## src/rtl/ttc_pkg.sv

```systemverilog
// Package with register map, field layout, reset values and types of the transfer control regs
package ttc_pkg;

  // Register byte addresses
  localparam logic [15:0] ADDR_LENGTH   = 16'h1000;
  localparam logic [15:0] ADDR_COMMAND  = 16'h1004;

  // Valid length range
  localparam logic [31:0] LENGTH_MIN    = 32'h00000001;
  localparam logic [31:0] LENGTH_MAX    = 32'h0FFFFFFF;

  // Command write field positions
  localparam int          CMD_START_N   = 0;
  localparam int          CMD_VERIFY    = 1;

  // Command read field positions
  localparam int          STAT_BUSY     = 0;
  localparam int          STAT_ERROR    = 1;

  // Reset values
  localparam logic [31:0] LENGTH_RST    = 32'h00000000;
  localparam logic [31:0] COUNT_RST     = 32'h00000000;
  localparam logic        VERIFY_RST    = 1'b0;
  localparam logic        ERROR_RST     = 1'b0;
  localparam logic [31:0] RDATA_RST     = 32'h00000000;

  // Generator states
  typedef enum logic [0:0] {
    TTC_IDLE = 1'b0,
    TTC_SEND = 1'b1
  } ttc_state_t;

  // Status word returned by a command read
  typedef struct packed {
    logic [29:0] zero;
    logic        error;
    logic        busy;
  } ttc_status_t;

  // APB answer carried together
  typedef struct packed {
    logic        ready;
    logic        slverr;
    logic [31:0] rdata;
  } ttc_apb_rsp_t;

endpackage : ttc_pkg

```

## src/rtl/ttc_regs.sv

```systemverilog
// Transfer control register block with APB slave, word counter and generator control
`timescale 1ns/1ps

module ttc_regs #(
  parameter int ADDR_W = 16
) (
  input  wire logic              pclk,
  input  wire logic              presetn,
  input  wire logic              clk_en,
  // APB slave
  input  wire logic              psel,
  input  wire logic              penable,
  input  wire logic              pwrite,
  input  wire logic [ADDR_W-1:0] paddr,
  input  wire logic [31:0]       pwdata,
  output logic [31:0]            prdata,
  output logic                   pready,
  output logic                   pslverr,
  // Transmit side of the pattern generator
  output logic                   tx_valid,
  input  wire logic              tx_ready,
  // Checker side
  output logic                   verify_enable,
  input  wire logic              verify_mismatch
);

  // Register and state flops with their next values
  ttc_pkg::ttc_state_t   state;
  ttc_pkg::ttc_state_t   next_state;
  logic [31:0]           total_length;
  logic [31:0]           next_total_length;
  logic [31:0]           sent_count;
  logic [31:0]           next_sent_count;
  logic                  verify_on;
  logic                  next_verify_on;
  logic                  error_flag;
  logic                  next_error_flag;
  ttc_pkg::ttc_apb_rsp_t rsp;
  ttc_pkg::ttc_apb_rsp_t next_rsp;

  // Decoded bus and word handshake events, counter sum and status word
  logic                  setup_phase;
  logic                  access_done;
  logic                  hit_length;
  logic                  hit_command;
  logic                  wr_length;
  logic                  wr_command;
  logic                  start_req;
  logic                  word_sent;
  logic                  last_word;
  logic [31:0]           count_plus;
  ttc_pkg::ttc_status_t  status;

  // Address decode on the full byte address
  always_comb begin
    hit_length  = (paddr == ADDR_W'(ttc_pkg::ADDR_LENGTH));
    hit_command = (paddr == ADDR_W'(ttc_pkg::ADDR_COMMAND));
  end

  // Bus phases; a write takes effect only at the completing edge
  always_comb begin
    setup_phase = psel & ~penable;
    access_done = psel & penable & rsp.ready;
    wr_length   = access_done & pwrite & hit_length;
    wr_command  = access_done & pwrite & hit_command;
  end

  // Start request: command write with start bit low
  always_comb begin
    start_req = wr_command & ~pwdata[ttc_pkg::CMD_START_N];
  end

  // Word handshake and end-of-transfer detect
  always_comb begin
    word_sent  = (state == ttc_pkg::TTC_SEND) & tx_ready;
    count_plus = sent_count + 32'h00000001;
    last_word  = word_sent & (count_plus == total_length);
  end

  // Status word seen by a command read
  always_comb begin
    status       = '0;
    status.busy  = (state == ttc_pkg::TTC_SEND);
    status.error = error_flag;
  end

  // Next value of the programmed total length
  always_comb begin
    next_total_length = total_length;
    if (wr_length) begin
      next_total_length = pwdata;
    end
  end

  // Next value of the verify enable
  always_comb begin
    next_verify_on = verify_on;
    if (wr_command) begin
      next_verify_on = pwdata[ttc_pkg::CMD_VERIFY];
    end
  end

  // Generator state machine
  always_comb begin
    next_state = state;
    case (state)
      ttc_pkg::TTC_IDLE: begin
        // Zero length would never finish, so it does not start
        if (start_req && (next_total_length >= ttc_pkg::LENGTH_MIN)) begin
          next_state = ttc_pkg::TTC_SEND;
        end
      end
      ttc_pkg::TTC_SEND: begin
        if (last_word) begin
          next_state = ttc_pkg::TTC_IDLE;
        end
      end
      default: begin
        next_state = ttc_pkg::TTC_IDLE;
      end
    endcase
  end

  // Sent-word counter; a command write overrides an increment
  always_comb begin
    next_sent_count = sent_count;
    if (wr_command) begin
      next_sent_count = ttc_pkg::COUNT_RST;
    end else if (word_sent) begin
      next_sent_count = count_plus;
    end
  end

  // Mismatch flag; a new command clears it, a mismatch in that cycle wins
  always_comb begin
    next_error_flag = error_flag;
    if (wr_command) begin
      next_error_flag = 1'b0;
    end
    if (verify_on && verify_mismatch) begin
      next_error_flag = 1'b1;
    end
  end

  // APB answer: ready in the access cycle, data captured at setup
  always_comb begin
    next_rsp        = rsp;
    next_rsp.ready  = setup_phase;
    if (setup_phase) begin
      next_rsp.slverr = ~(hit_length | hit_command);
      next_rsp.rdata  = ttc_pkg::RDATA_RST;
      if (!pwrite && hit_length) begin
        next_rsp.rdata = next_sent_count;
      end else if (!pwrite && hit_command) begin
        next_rsp.rdata = 32'(status);
      end
    end else if (access_done) begin
      next_rsp.slverr = 1'b0;
      next_rsp.rdata  = ttc_pkg::RDATA_RST;
    end
  end

  // Register stage; clock enable freezes everything
  always_ff @(posedge pclk or negedge presetn) begin
    if (!presetn) begin
      state        <= ttc_pkg::TTC_IDLE;
      total_length <= ttc_pkg::LENGTH_RST;
      sent_count   <= ttc_pkg::COUNT_RST;
      verify_on    <= ttc_pkg::VERIFY_RST;
      error_flag   <= ttc_pkg::ERROR_RST;
      rsp          <= '0;
    end else if (clk_en) begin
      state        <= next_state;
      total_length <= next_total_length;
      sent_count   <= next_sent_count;
      verify_on    <= next_verify_on;
      error_flag   <= next_error_flag;
      rsp          <= next_rsp;
    end
  end

  // Outputs come straight from flops
  always_comb begin
    prdata        = rsp.rdata;
    pready        = rsp.ready;
    pslverr       = rsp.slverr;
    tx_valid      = (state == ttc_pkg::TTC_SEND);
    verify_enable = verify_on;
  end

endmodule : ttc_regs

```

## config.mk

```make
export PLATFORM = sky130hd
export DESIGN_NAME = ttc_regs
export DESIGN_NICKNAME = d
export VERILOG_FILES = /design/src/rtl/ttc_pkg.sv /design/src/rtl/ttc_regs.sv
export SDC_FILE = /design/constraint.sdc
export NUM_CORES = 1
export LEC_CHECK = 0
export CAP_MARGIN = 15
export CORE_ASPECT_RATIO = 2
export CORE_MARGIN = 3
export CORE_UTILIZATION = 54
export DETAILED_ROUTE_END_ITERATION = 7
export DONT_BUFFER_PORTS = 1
export GPL_ROUTABILITY_DRIVEN = 0
export HOLD_SLACK_MARGIN = 0.08
export PLACE_DENSITY = 0.68
export SLEW_MARGIN = 20
export SYNTH_ARGS = -nofsm -noshare
export SYNTH_HDL_FRONTEND = slang
export SYNTH_SLANG_ARGS = --single-unit
```

## constraint.sdc

```tcl
create_clock -name pclk -period 3.6 [get_ports pclk]
set_clock_uncertainty 0.2 [all_clocks]
set_input_delay 0.54 -clock pclk [delete_from_list [all_inputs] [get_ports pclk]]
set_output_delay 0.54 -clock pclk [all_outputs]
set_load 0.05 [all_outputs]
```

==> flow_summary.toml <==
[setup_path]
reg2reg_slack_ns = 0.56
r2r-start = "sent_count[0]"
cp.depth = 8
worst_setup_path_end_kind = "flop"
critPathLaunchType = "flop"
path_class = "reg -> reg"
cp_cell_sequence = "ha_1, nand3_1, nor4_4, nand2_4, or4_1, a211oi_2, o211a_1, a31oi_1"
cp.required_ns = 3.62
cpMaxStageDelayCell = "or4_1"
endpoint = "tx_valid"
path_delay_family = "simple AND/OR/NAND/NOR gates"
crit_fanout = 8
critPathArrivalTime_ns = 3.06
r2r-end = "tx_valid"
startpoint = "sent_count[0]"
path_buf_inv = 0
cpPeakStageDelay_ns = 0.54
r2r_cells = 8

[logic_synthesis]
ys_seq_area_share_pct = 43.0
synth_flop_cell = "dfrtp_1"
netlist.top_cell.by_area = "dfrtp_1"
yosysUniqueCellTypes = 54
netlist_instances = 574
synth_fp_nets = 631
syn-cell-area_sq_um = 5870
ys_warn_count = 0
synth_commonest_cells = "dfrtp_1 (101), mux2_2 (49), xnor2_1 (48)"
avgSynthCellArea_sq_um = 10.2
ys_ff_latch = 101
synth_most_common_cell = "dfrtp_1"
synth.area.top_cells = "dfrtp_1 (43%), mux2_2 (9.4%), xnor2_1 (7.2%)"
async_reset_ff_share_pct = 100
yosysTopAreaCellShare_pct = 43.0
synth_edf_count = 0

[route]
avgRoutedWirePerCell_um = 22.4
drt-vias-per-instance = 6.45
wl_um = 15600
first_pass_iters = 5
drt-initial-drc-count = 376
drc = 0
drtAntennaViolNets = 0
vias = 4469

[timing]
relSlewSlack_pct = 49.1
maxSlewViolCount = 0
period_share_pct = 84.4
rsz0062_at_grt = "false"
setup_ws_ns = 0.560
hold_violations = 0
setup_viol = 0
fmax_mhz = 329
tightest_slew_ns = 0.764
fin_setup_tns_ns = 0
finalCriticalPeriod_ns = 3.04

[power]
p_leak_nw = 2.79
powerDensity_nw_per_um2 = 354
peakVddDrop_mv = 0.376

[clock_tree]
cts.htree.levels = 3
cts.repair.resized = 0
clk_latency_ns = 0.35
cts-root-buf = "clkbuf_16"
clock_sinks = 101
clock_path_buffers = 2
cts_tree = "yes"
cts_buffers = 9
clk_pin_slew_ns = 0.07

[floorplan]
die_area_sq_um = 12200
core_sq_um = 10500
core.rowCount = 53
io_pins = 92
start_util_pct = 55.7
die_h_um = 154
dieWidth_um = 79.8

[place]
dpl.hpwl_um = 11500
dp_slack_ns = 0.599
io_buffers = 0
placed_area_sq_um = 5910

[cells_and_area]
final_layout_size_suffix_gt1_share_pct = 16.5
final_nets = 608
ff_latch_area_sq_um = 2530
antenna_cells = 0
syn2layout_area_growth_pct = 6.54
nFillCells = 878
fin_area_sq_um = 6260
multiInputGateArea_sq_um = 3110

[global_routing]
grt_overflow = 0
grt_max_degree = 102
antenna_found_initial = 0
grt_pass1_vias = 4633
grt.total_usage_pct = 26.4
grt_pass1_wl_um = 25000

[run]
drv_cap = 0

[min_path]
hold_class = "in -> reg"

[run_status]
status = "finished clean"
timing repair:
| item | 4_1_cts | 5_1_grt |
|---|---|---|
| buffers inserted | 0 | 0 |
| hold buffers | 2 | 0 |
| endpoints found under the hold margin | 101 | 0 |
area by class of cell:
| type | instances | share of cell area (%) |
|---|---|---|
| clock buffer | 9 | 3.60 |
| multi-input combinational | 420 | 49.7 |
| tap | 137 | 2.74 |
| sequential | 101 | 40.4 |
| clock inverter | 7 | 1.44 |
| inverter | 9 | 0.540 |
| timing repair buffer | 10 | 1.56 |
logic make-up after synthesis:
family	share of synthesized area, %
buffers and inverters	4.13
multiplexers	9.73
adder cells (fa/ha/maj)	0.213
AO/OA/AOI/OAI	13.0
AND/OR/NAND/NOR	19.2
flip-flops	43.0
XOR/XNOR	10.7
through the flow:
step           power (mW)  std cells  utilization [%]  hold WS (ns)
6_report             2.21        693             59.4         0.135
3_5_place_dp         1.19        675             56.0        0.0489
2_1_floorplan        1.19        574                -        0.0444
4_1_cts              2.23        693             59.4         0.130
3_3_place_gp         1.19        675             56.0        0.0474
5_1_grt              2.27        693             59.4         0.127
routing by layer:
metal	wire (um)	vias up	share of wire, %	GRT usage [%]
met1	5500	2173	35	28.7
met2	8190	171	53	45.7
met3	744	67	4.8	4.57
li1	-	2058	-	-
met5	0	-	0	0
met4	1120	0	7.2	17.2
worst min-delay path by stage:
stage / start / to / cells past startpoint
3_5_place_dp: presetn / prdata[13] / 0
6_report: pwdata[2] / total_length[2] / 1
5_1_grt: pwdata[26] / total_length[26] / 1
4_1_cts: pwdata[2] / total_length[2] / 1
3_3_place_gp: presetn / pslverr / 0
2_1_floorplan: presetn / error_flag / 0
state kept, by name, indices dropped and copies added (netlist names):
register       flops
sent_count        32
verify_enable      1
pslverr            1
tx_valid           1
prdata            32
pready             1
total_length      32
error_flag         1
worst register-to-register path, stage by stage (launching register included):
cell and delay (ns):
dfrtp_1 0.49, ha_1 0.34, nand3_1 0.21, nor4_4 0.53, nand2_4 0.11, or4_1 0.54
a211oi_2 0.26, o211a_1 0.17, a31oi_1 0.06
cells in the final DEF (no fill, tap or decap), types with 3 or more instances in the layout:
master,netlist,final
a21oi_1,11,11
a22o_1,33,33
a31oi_1,5,5
a32o_1,3,3
and2_1,4,4
and3_1,5,5
buf_4,7,8
clkbuf_16,0,9
dfrtp_1,101,101
inv_1,9,9
inv_6,0,4
mux2_2,49,49
nand2_1,37,37
nand2b_1,3,3
nand3_1,22,22
nand4_1,21,21
nand4_4,3,3
nor2_1,32,31
nor2b_1,4,4
nor3_1,12,12
nor3_2,3,3
nor4_1,18,17
o21ai_0,27,27
o31ai_1,11,11
o41ai_1,3,3
or3_1,6,6
xnor2_1,48,48
xor2_1,24,24
report_power, final:
| group | switching, mW | internal (mW) | leakage, nW | total (mW) |
|---|---|---|---|---|
| sequential | 0.0122 | 1.14 | 1.41 | 1.15 |
| clock | 0.462 | 0.556 | 0.154 | 1.02 |
| combinational | 0.0357 | 0.0116 | 1.22 | 0.0473 |
| total | 0.509 | 1.70 | 2.79 | 2.21 |
No activity file was read; power rests on OpenSTA's default activity.
